`src/design/cod_pkg.sv`:
```
// Package for the clock-output and oscillator-enable block.
// Holds register indices, byte addresses, field positions, reset values and source codes.
// Assumes a 32-bit AHB-Lite slave whose registers sit on word addresses of four times the index.
package cod_pkg;

   // Register indices as printed; the byte address is four times the index.
   localparam logic [29:0] COD_SRC_SEL_IDX = 30'h0000_5060;
   localparam logic [29:0] COD_OSC_CTL_IDX = 30'h0000_5061;
   localparam logic [29:0] COD_OUT_A_IDX = 30'h0000_5064;
   localparam logic [29:0] COD_OUT_B_IDX = 30'h0000_5065;

   // Byte addresses derived from the indices.
   localparam logic [31:0] COD_SRC_SEL_ADDR = {COD_SRC_SEL_IDX, 2'b00};
   localparam logic [31:0] COD_OSC_CTL_ADDR = {COD_OSC_CTL_IDX, 2'b00};
   localparam logic [31:0] COD_OUT_A_ADDR = {COD_OUT_A_IDX, 2'b00};
   localparam logic [31:0] COD_OUT_B_ADDR = {COD_OUT_B_IDX, 2'b00};

   // Number of clock-output channels and of oscillator clocks.
   localparam int COD_CHANNELS = 2;
   localparam int COD_OSCS = 3;

   // Field positions in the source select register.
   localparam int COD_LS_CHOICE_BIT = 4;

   // Field positions in the oscillator enable register.
   localparam int COD_EXT_ON_BIT = 0;
   localparam int COD_LOW_ON_BIT = 1;
   localparam int COD_FAST_ON_BIT = 2;

   // Field positions in each clock-output control register.
   localparam int COD_OUT_ON_BIT = 0;
   localparam int COD_OUT_SRC_LSB = 2;
   localparam int COD_OUT_DIV_LSB = 4;

   // Reset values of every stored field.
   localparam logic COD_LS_CHOICE_RST = 1'b1;
   localparam logic COD_EXT_ON_RST = 1'b0;
   localparam logic COD_LOW_ON_RST = 1'b0;
   localparam logic COD_FAST_ON_RST = 1'b1;
   localparam logic COD_OUT_ON_RST = 1'b0;
   localparam logic [1:0] COD_OUT_SRC_RST = 2'h0;
   localparam logic [2:0] COD_OUT_DIV_RST = 3'h0;

   // The only transfer size that writes a register.
   localparam logic [2:0] COD_HSIZE_WORD = 3'h2;

   // Oscillator clock codes, shared by output source and system clock source.
   typedef enum logic [1:0]
   {
      COD_SRC_FAST = 2'h0,
      COD_SRC_LOW = 2'h1,
      COD_SRC_EXT = 2'h2,
      COD_SRC_RSVD = 2'h3
   } cod_src_t;

endpackage : cod_pkg

```
`src/design/cod_out_channel.sv`:
```
// One clock-output channel: picks a sampled oscillator level, divides it and drives the pin.
// Assumes the oscillator levels arrive already synchronised to hclk and that the
// oscillators run well below half the hclk rate.
`timescale 1ns/1ps

module cod_out_channel
   import cod_pkg::*;
(
   input wire logic hclk,
   input wire logic hresetn,
   input wire logic [2:0] osc_level,
   input wire logic enable,
   input wire logic [1:0] source,
   input wire logic [2:0] divider,
   output logic clk_out
);

   // Settings in use; they follow the register only at a period boundary.
   logic act_on;
   logic [1:0] act_src;
   logic [2:0] act_div;
   // Level of the selected source and its value one cycle before.
   logic src_level;
   logic src_prev;
   // Count of source rising edges within the output period.
   logic [6:0] edge_count;
   logic [6:0] next_count;
   logic src_rise;
   logic boundary;
   // Count held at the last source rise of a period of 2^n rises.
   logic [6:0] last_count;

   // The reserved code selects no clock, so the level stays low.
   always_comb
   begin
      src_level = (act_src == COD_SRC_RSVD) ? 1'b0 : osc_level[act_src];
   end

   // Remembers the previous source level for edge detection.
   always_ff @(posedge hclk or negedge hresetn)
   begin
      if (!hresetn)
         src_prev <= 1'b0;
      else
         src_prev <= src_level;
   end

   // A new period starts on the rise that completes the old one, on any rise while off, or on every cycle while the reserved code is in use.
   // Waiting for the full count keeps the low phase as long as the high phase.
   assign src_rise = src_level & ~src_prev;
   assign last_count = ~(7'h7f << act_div);
   assign boundary = ~clk_out & ((src_rise & (~act_on | (edge_count == last_count)))
      | (act_src == COD_SRC_RSVD));
   assign next_count = edge_count + 7'h01;

   // Takes new settings only at a boundary so no short pulse appears.
   always_ff @(posedge hclk or negedge hresetn)
   begin
      if (!hresetn)
      begin
         act_on <= COD_OUT_ON_RST;
         act_src <= COD_OUT_SRC_RST;
         act_div <= COD_OUT_DIV_RST;
      end
      else if (boundary)
      begin
         // A source change parks the pin low until the new source's next rise.
         act_on <= enable & (source == act_src);
         act_src <= source;
         act_div <= divider;
      end
   end

   // Counts source edges; restarts at each boundary.
   always_ff @(posedge hclk or negedge hresetn)
   begin
      if (!hresetn)
         edge_count <= 7'h00;
      else if (boundary)
         edge_count <= 7'h00;
      else if (src_rise)
         edge_count <= next_count;
   end

   // Drives the pin: the source itself for 1/1, else the counter bit for 1/2^n.
   always_ff @(posedge hclk or negedge hresetn)
   begin
      if (!hresetn)
         clk_out <= 1'b0;
      else if (boundary)
         clk_out <= enable & (source == act_src) & (source != COD_SRC_RSVD) & src_rise;
      else if (!act_on)
         clk_out <= 1'b0;
      else if (act_div == 3'h0)
         clk_out <= src_level;
      else if (src_rise)
         clk_out <= ~next_count[act_div - 3'h1];
   end

endmodule : cod_out_channel

```
`src/design/cod_clock_out.sv`:
```
// Top of the clock-output and oscillator-enable block, an AHB-Lite slave.
// Assumes a single hclk domain; oscillator clocks arrive as plain pins and are sampled,
// and the system clock source code comes from the clock switcher on hclk.
//
// The implementer's own choice: the AHB-Lite register port.
`timescale 1ns/1ps

module cod_clock_out
   import cod_pkg::*;
(
   input wire logic hclk,
   input wire logic hresetn,
   input wire logic hsel,
   input wire logic [31:0] haddr,
   input wire logic [1:0] htrans,
   input wire logic hwrite,
   input wire logic [2:0] hsize,
   input wire logic [31:0] hwdata,
   input wire logic hready,
   output logic [31:0] hrdata,
   output logic hreadyout,
   output logic hresp,
   input wire logic [1:0] sys_clk_source,
   input wire logic internal_fast_osc_clk,
   input wire logic low_speed_osc_clk,
   input wire logic ext_high_speed_osc_clk,
   output logic internal_fast_osc_on,
   output logic low_speed_osc_on,
   output logic ext_high_speed_osc_on,
   output logic low_speed_source_choice,
   output logic clk_out_a,
   output logic clk_out_b
);

   // Raw oscillator pins, indexed by their source code.
   logic [COD_OSCS-1:0] osc_raw;
   // Oscillator levels after two flip-flops.
   logic [COD_OSCS-1:0] osc_sync;

   // Address-phase capture for the following data phase.
   logic wr_pend;
   logic [29:0] wr_index;
   logic take;

   // Clock-output settings, one entry per channel.
   logic [COD_CHANNELS-1:0] ch_on;
   logic [COD_CHANNELS-1:0][1:0] ch_src;
   logic [COD_CHANNELS-1:0][2:0] ch_div;

   // Next values of every stored field, as they will be after this edge.
   logic next_ls_choice;
   logic next_ext_on;
   logic next_low_on;
   logic next_fast_on;
   logic [COD_CHANNELS-1:0] next_ch_on;
   logic [COD_CHANNELS-1:0][1:0] next_ch_src;
   logic [COD_CHANNELS-1:0][2:0] next_ch_div;

   // Byte that a read in the current address phase returns.
   logic [7:0] rd_byte;
   // Low byte of the write data, the only lane the registers use.
   logic [7:0] wbyte;

   // Source code order: fast, low-speed, external.
   assign osc_raw = {ext_high_speed_osc_clk, low_speed_osc_clk, internal_fast_osc_clk};
   assign wbyte = hwdata[7:0];

   // Each oscillator pin passes two flip-flops before any logic reads it.
   genvar gi;
   generate
      for (gi = 0; gi < COD_OSCS; gi = gi + 1)
      begin : g_sync
         // The first stage feeds the second stage only.
         logic stage1;
         logic stage2;

         // Two-stage synchroniser for one oscillator level.
         always_ff @(posedge hclk or negedge hresetn)
         begin
            if (!hresetn)
            begin
               stage1 <= 1'b0;
               stage2 <= 1'b0;
            end
            else
            begin
               stage1 <= osc_raw[gi];
               stage2 <= stage1;
            end
         end

         assign osc_sync[gi] = stage2;
      end
   endgenerate

   // A transfer is taken when selected, active and the bus is ready.
   assign take = hsel & htrans[1] & hready;

   // Captures a word write in the address phase; it completes in the data phase.
   always_ff @(posedge hclk or negedge hresetn)
   begin
      if (!hresetn)
      begin
         wr_pend <= 1'b0;
         wr_index <= 30'h0000_0000;
      end
      else
      begin
         // Only whole-word writes reach the registers.
         wr_pend <= take & hwrite & (hsize == COD_HSIZE_WORD);
         // The index is kept only when a transfer is taken.
         if (take)
            wr_index <= haddr[31:2];
      end
   end

   // The slave never waits and never errors, so these flops hold constants.
   always_ff @(posedge hclk or negedge hresetn)
   begin
      if (!hresetn)
      begin
         hreadyout <= 1'b1;
         hresp <= 1'b0;
      end
      else
      begin
         hreadyout <= 1'b1;
         hresp <= 1'b0;
      end
   end

   // Works out the next value of the system-wide control fields.
   always_comb
   begin
      next_ls_choice = low_speed_source_choice;
      next_ext_on = ext_high_speed_osc_on;
      next_low_on = low_speed_osc_on;
      next_fast_on = internal_fast_osc_on;
      // Source select register: only the low-speed choice bit is stored here.
      if (wr_pend && (wr_index == COD_SRC_SEL_IDX))
      begin
         next_ls_choice = wbyte[COD_LS_CHOICE_BIT];
      end
      // Oscillator enable register: a running system clock source is never cleared.
      if (wr_pend && (wr_index == COD_OSC_CTL_IDX))
      begin
         next_ext_on = wbyte[COD_EXT_ON_BIT] | (sys_clk_source == COD_SRC_EXT);
         next_low_on = wbyte[COD_LOW_ON_BIT] | (sys_clk_source == COD_SRC_LOW);
         next_fast_on = wbyte[COD_FAST_ON_BIT] | (sys_clk_source == COD_SRC_FAST);
      end
   end

   // Works out the next value of each channel's fields; bits 7 and 1 are dropped.
   always_comb
   begin
      next_ch_on = ch_on;
      next_ch_src = ch_src;
      next_ch_div = ch_div;
      for (int c = 0; c < COD_CHANNELS; c++)
      begin
         // Channel c sits at the channel A index plus c.
         if (wr_pend && (wr_index == (COD_OUT_A_IDX + 30'(c))))
         begin
            next_ch_on[c] = wbyte[COD_OUT_ON_BIT];
            next_ch_src[c] = wbyte[COD_OUT_SRC_LSB +: 2];
            next_ch_div[c] = wbyte[COD_OUT_DIV_LSB +: 3];
         end
      end
   end

   // Oscillator enable flops; these drive the oscillator circuits directly.
   always_ff @(posedge hclk or negedge hresetn)
   begin
      if (!hresetn)
      begin
         ext_high_speed_osc_on <= COD_EXT_ON_RST;
         low_speed_osc_on <= COD_LOW_ON_RST;
         internal_fast_osc_on <= COD_FAST_ON_RST;
      end
      else
      begin
         ext_high_speed_osc_on <= next_ext_on;
         low_speed_osc_on <= next_low_on;
         internal_fast_osc_on <= next_fast_on;
      end
   end

   // Low-speed source choice flop; software sets it before enabling that oscillator.
   always_ff @(posedge hclk or negedge hresetn)
   begin
      if (!hresetn)
         low_speed_source_choice <= COD_LS_CHOICE_RST;
      else
         low_speed_source_choice <= next_ls_choice;
   end

   // Clock-output control flops for both channels.
   always_ff @(posedge hclk or negedge hresetn)
   begin
      if (!hresetn)
      begin
         ch_on <= {COD_CHANNELS{COD_OUT_ON_RST}};
         ch_src <= {COD_CHANNELS{COD_OUT_SRC_RST}};
         ch_div <= {COD_CHANNELS{COD_OUT_DIV_RST}};
      end
      else
      begin
         ch_on <= next_ch_on;
         ch_src <= next_ch_src;
         ch_div <= next_ch_div;
      end
   end

   // Read mux built from next values, so a read right after a write sees the new data.
   always_comb
   begin
      rd_byte = 8'h00;
      unique case (haddr[31:2])
         COD_SRC_SEL_IDX:
         begin
            // Only the choice bit is held; the rest reads zero.
            rd_byte[COD_LS_CHOICE_BIT] = next_ls_choice;
         end
         COD_OSC_CTL_IDX:
         begin
            // Enable state as the oscillators actually see it.
            rd_byte[COD_EXT_ON_BIT] = next_ext_on;
            rd_byte[COD_LOW_ON_BIT] = next_low_on;
            rd_byte[COD_FAST_ON_BIT] = next_fast_on;
         end
         COD_OUT_A_IDX:
         begin
            // Reserved bits 7 and 1 stay zero.
            rd_byte[COD_OUT_ON_BIT] = next_ch_on[0];
            rd_byte[COD_OUT_SRC_LSB +: 2] = next_ch_src[0];
            rd_byte[COD_OUT_DIV_LSB +: 3] = next_ch_div[0];
         end
         COD_OUT_B_IDX:
         begin
            // Reserved bits 7 and 1 stay zero.
            rd_byte[COD_OUT_ON_BIT] = next_ch_on[1];
            rd_byte[COD_OUT_SRC_LSB +: 2] = next_ch_src[1];
            rd_byte[COD_OUT_DIV_LSB +: 3] = next_ch_div[1];
         end
         default:
         begin
            // Unmapped addresses read zero.
            rd_byte = 8'h00;
         end
      endcase
   end

   // Read data is registered at the address-phase edge and stands in the data phase.
   always_ff @(posedge hclk or negedge hresetn)
   begin
      if (!hresetn)
         hrdata <= 32'h0000_0000;
      else if (take && !hwrite)
         hrdata <= {24'h00_0000, rd_byte};
      else
         hrdata <= 32'h0000_0000;
   end

   // Channel A: its own divider running on the selected oscillator.
   cod_out_channel u_out_a
   (
      .hclk(hclk),
      .hresetn(hresetn),
      .osc_level(osc_sync),
      .enable(ch_on[0]),
      .source(ch_src[0]),
      .divider(ch_div[0]),
      .clk_out(clk_out_a)
   );

   // Channel B: identical to channel A.
   cod_out_channel u_out_b
   (
      .hclk(hclk),
      .hresetn(hresetn),
      .osc_level(osc_sync),
      .enable(ch_on[1]),
      .source(ch_src[1]),
      .divider(ch_div[1]),
      .clk_out(clk_out_b)
   );

endmodule : cod_clock_out

```
`config.mk`:
```
export PLATFORM = sky130hd
export DESIGN_NAME = cod_clock_out
export DESIGN_NICKNAME = d
export VERILOG_FILES = /design/src/design/cod_pkg.sv /design/src/design/cod_out_channel.sv /design/src/design/cod_clock_out.sv
export SDC_FILE = /design/constraint.sdc
export NUM_CORES = 1
export LEC_CHECK = 0
export ABC_AREA = 1
export BUFFER_PORTS_ARGS = -buffer_cell sky130_fd_sc_hd__buf_4
export CAP_MARGIN = 20
export CORE_MARGIN = 4
export CORE_UTILIZATION = 53
export DETAILED_ROUTE_END_ITERATION = 8
export PLACE_DENSITY = 0.78
export SYNTH_ARGS = -nofsm -noshare
export SYNTH_HDL_FRONTEND = slang
export SYNTH_HIERARCHICAL = 1
export SYNTH_SLANG_ARGS = --single-unit
```
`constraint.sdc`:
```
create_clock -name hclk -period 3.55 [get_ports hclk]
set_input_delay 0.71 -clock hclk [delete_from_list [all_inputs] [get_ports hclk]]
set_output_delay 0.71 -clock hclk [all_outputs]
set_load 0.02 [all_outputs]
```
==> key figures <==
Status
  – Status: complete, no violations

Synthesis
  – Sequential share of the synthesized area: between 40% and 50%
  – Synthesized area: 5301 um2
  – Top cell type's share of synthesized area: between 40% and 50%
  – Mapped Cells: about 680
  – Post-Syn Area per Cell: between 7 and 8 um2
  – Syn. warnings: 6
  – Synth unique cells: 38
  – Seq cells post-synth: 90
  – Synth area leaders: dfrtp_1, nand2_1, nand3_1
  – Post-synth top area cell: dfrtp_1

Clocking
  – Clk sinks: 90
  – CTS Hold Bufs: 0
  – CTS max path bufs: 2
  – Worst skew pair latency: 0.36 ns
  – CTS tree: yes
  – # resized after CTS: 0
  – Post-CTS setup buffer count: 0
  – CTS buffer count: 9
  – Clock slew at reported path FFs: 0.09 ns
  – H-tree levels: 3
  – Root buf cell: clkbuf_8

Cells and area
  – Layout area overhead: 12.23%
  – Most used cells in the layout excluding fill and tap cells: nand2_1, dfrtp_1, inv_1, nor2_1, buf_4
  – Most common cell after layout, fill and taps aside: nand2_1
  – Reg area: 2255 um2
  – Layout Nets: around 830
  – Antenna cell count: 0
  – Footprint of the multi-input gates: 2502 um2
  – Final Util: between 60% and 70%
  – FILL cells: between 900 and 1000
  – Fraction of layout cells with a size suffix above 1: a little under a fifth

STA
  – Slew margin rel.: between 60% and 70%
  – Total negative slack: 0 ns
  – Min cycle time layout: between 2 and 2.5 ns
  – Hold Fails Final Rpt: 0
  – Final period utilization: 62.56%
  – Fmax: around 450 MHz
  – Final Skew: about 0.010 ns
  – Least-Margin Pin Slew: ~0.54 ns
  – Pins Over Slew Limit: 0
  – RSZ-0062 raised after global routing: false
  – Setup ws final: between 1 and 1.5 ns
  – Final setup vio count: 0

Detailed routing
  – Vias per inst: 5.031
  – Final ANT Viol Nets: 0
  – Vias: around 4400
  – Wirelength per Cell: between 10 and 15 um
  – Drt first pass iters: 5
  – Drc violations: 0
  – Initial DRC Count: between 150 and 200
  – Routed WL: 11.52 mm

Worst setup path
  – Startpoint Class: flop
  – Crit path arrival time: between 2 and 3 ns
  – Crit path capture type: flop
  – Reg2Reg Depth: 16
  – CP Class: reg -> reg
  – RR Endpoint: u_out_b/act_div[1]$_DFFE_PN0P_
  – Setup crit start: u_out_b/act_div[0]$_DFFE_PN0P_
  – Max Fanout on Critical Path: 17
  – Critical Path RT: between 3 and 4 ns
  – Worst R2R Start: u_out_b/act_div[0]$_DFFE_PN0P_
  – FF-to-FF setup slack: 1.33 ns

Floorplanning
  – Io pins: approximately 120
  – Core Region: around 9800 um2
  – Die ar.: 11670 um2
  – Initial Util: a little over half
  – Die Span Y: approximately 110 um
  – # rows: 36
  – Chip width: ~110 um

Global routing
  – GRT Max-Usage Layer: met2
  – Met2 GRT Util: between 30% and 40%
  – Pin count of the biggest net entering global routing: 39
  – Initial antenna violation count: 0
  – Met3 GRT Util: 5.612%
  – First-pass GRT wire length: 19.76 mm
  – Total gr overflow: 0
  – Tot GR Track Use: around a fifth
  – Vias in the first global route: about 4400
  – GR Util met1: 26.91%

Placed design
  – DP HPWL: approximately 8.8 mm
  – I/O Buffers: between 60 and 70
  – Final estimated routing congestion in global placement: slightly above 0.9
  – Dpl ws: between 1 and 1.5 ns

Pwr
  – Pwr per Cell Area: about 540 nW/um2
  – LEAKAGE: approximately 2.9 nW
  – Max VDD drop: 0.0002832 V

Job
  – Max-cap violations: 0

Hold path
  – Hold WC Path Type: in -> async
==> flip-flops by register name (all words and copies together) (netlist names), 2 cells and up <==
register,flops
ch_div,6
ch_on,2
ch_src,4
g_sync.stage1,3
g_sync.stage2,3
hrdata,7
u_out_a/act_div,3
u_out_a/act_src,2
u_out_a/edge_count,7
u_out_b/act_div,3
u_out_b/act_src,2
u_out_b/edge_count,7
wr_index,30
==> synthesized netlist by cell type <==
| library cell | count |
|---|---|
| clkinv_2 | 1 |
| nand3_1 | 64 |
| mux2_2 | 19 |
| buf_2 | 6 |
| nor4_1 | 1 |
| nor3_1 | 1 |
| inv_2 | 1 |
| inv_1 | 80 |
| a211oi_1 | 3 |
| clkbuf_1 | 2 |
| buf_12 | 2 |
| nor2_1 | 66 |
| nor2_4 | 3 |
| nand3b_1 | 6 |
| a21oi_2 | 12 |
| a21oi_1 | 17 |
| nand2_2 | 6 |
| o21ai_1 | 8 |
| nor2_2 | 4 |
| o22ai_1 | 1 |
| ha_1 | 8 |
| nor2b_1 | 2 |
| dfrtp_1 | 88 |
| and2_1 | 6 |
| xnor2_1 | 2 |
| o21ai_2 | 10 |
| buf_6 | 2 |
| buf_4 | 27 |
| nand4_1 | 9 |
| o21bai_1 | 7 |
| dfstp_2 | 2 |
| conb_1 | 2 |
| o21ai_0 | 18 |
| nand2_1 | 188 |
| nand2_4 | 3 |
| inv_6 | 3 |
| or2_1 | 1 |
| and2b_1 | 1 |
==> logic make-up after synthesis <==
family                   after synthesis  share of synthesized area (%)
AO/OA/AOI/OAI                         76                          9.228
XOR/XNOR                               2                         0.3305
adder cells (fa/ha/maj)                8                          1.888
buffers and inverters                124                          12.04
flip-flops                            90                          42.53
multiplexers                          19                          4.036
other                                  2                         0.1417
AND/OR/NAND/NOR                      361                          29.81
==> stage by stage <==
stage                     hold WS, ns  std cells  total power [mW]  cell area [um2]
after global placement         0.3368        867             2.481             5754
after detailed placement       0.3425        867             2.538             5754
final                          0.3191        883             3.222             5949
after CTS                      0.3205        883             3.254             5949
after global routing           0.3390        883             3.469             5949
after floorplan                0.3312        707             2.340             5395
==> critical path: stages, from the launching register on <==
cell and delay, ns:
dfrtp_1 0.46, inv_1 0.20, ha_1 0.20, inv_1 0.07, nor2_2 0.17, nand2_1 0.08, nand2_1 0.07, inv_1 0.03
nor2_1 0.08, nand3_1 0.09, nand2_1 0.09, nand2_1 0.07, nand2_2 0.11, nand2_4 0.09, inv_6 0.16, nand2_1 0.08
o21ai_0 0.08
==> area by class of cell <==
class                   instances  area share (%)
inverters                      85           5.636
flip-flops and latches         90           37.90
multi-input cells             493           42.06
well taps                     133           2.797
clock buffers                  11           2.208
repair buffers                 66           8.328
clock inverters                 5           1.073
==> where the power goes <==
| group | internal [mW] | leakage [nW] | switching [mW] | total (mW) |
|---|---|---|---|---|
| clock | 0.331 | 0.0941 | 0.369 | 0.701 |
| sequential | 1.17 | 1.10 | 0.168 | 1.34 |
| combinational | 0.423 | 1.76 | 0.758 | 1.18 |
==> worst max-delay path by stage <==
| stage | to | slack [ns] | cells past startpoint |
|---|---|---|---|
| 2_1_floorplan | u_out_b/act_div[2]$_DFFE_PN0P_ | 1.78 | 16 |
| 3_3_place_gp | hrdata[0]$_DFF_PN0_ | 1.42 | 10 |
| 3_5_place_dp | hrdata[0]$_DFF_PN0_ | 1.39 | 10 |
| 4_1_cts | u_out_b/act_div[1]$_DFFE_PN0P_ | 1.33 | 16 |
| 5_1_grt | u_out_b/act_div[1]$_DFFE_PN0P_ | 1.10 | 16 |
| 6_report | u_out_b/act_div[1]$_DFFE_PN0P_ | 1.33 | 16 |
==> layer usage <==
| layer | wire length [um] | share of wire (%) | up-vias |
|---|---|---|---|
| li1 | - | - | 2238 |
| met1 | 5120 | 44 | 2069 |
| met2 | 5459 | 47 | 124 |
| met3 | 806 | 7.0 | 11 |
| met4 | 136 | 1.2 | 0 |
| met5 | 0 | 0 | - |
No activity file was read; power rests on OpenSTA's default activity.
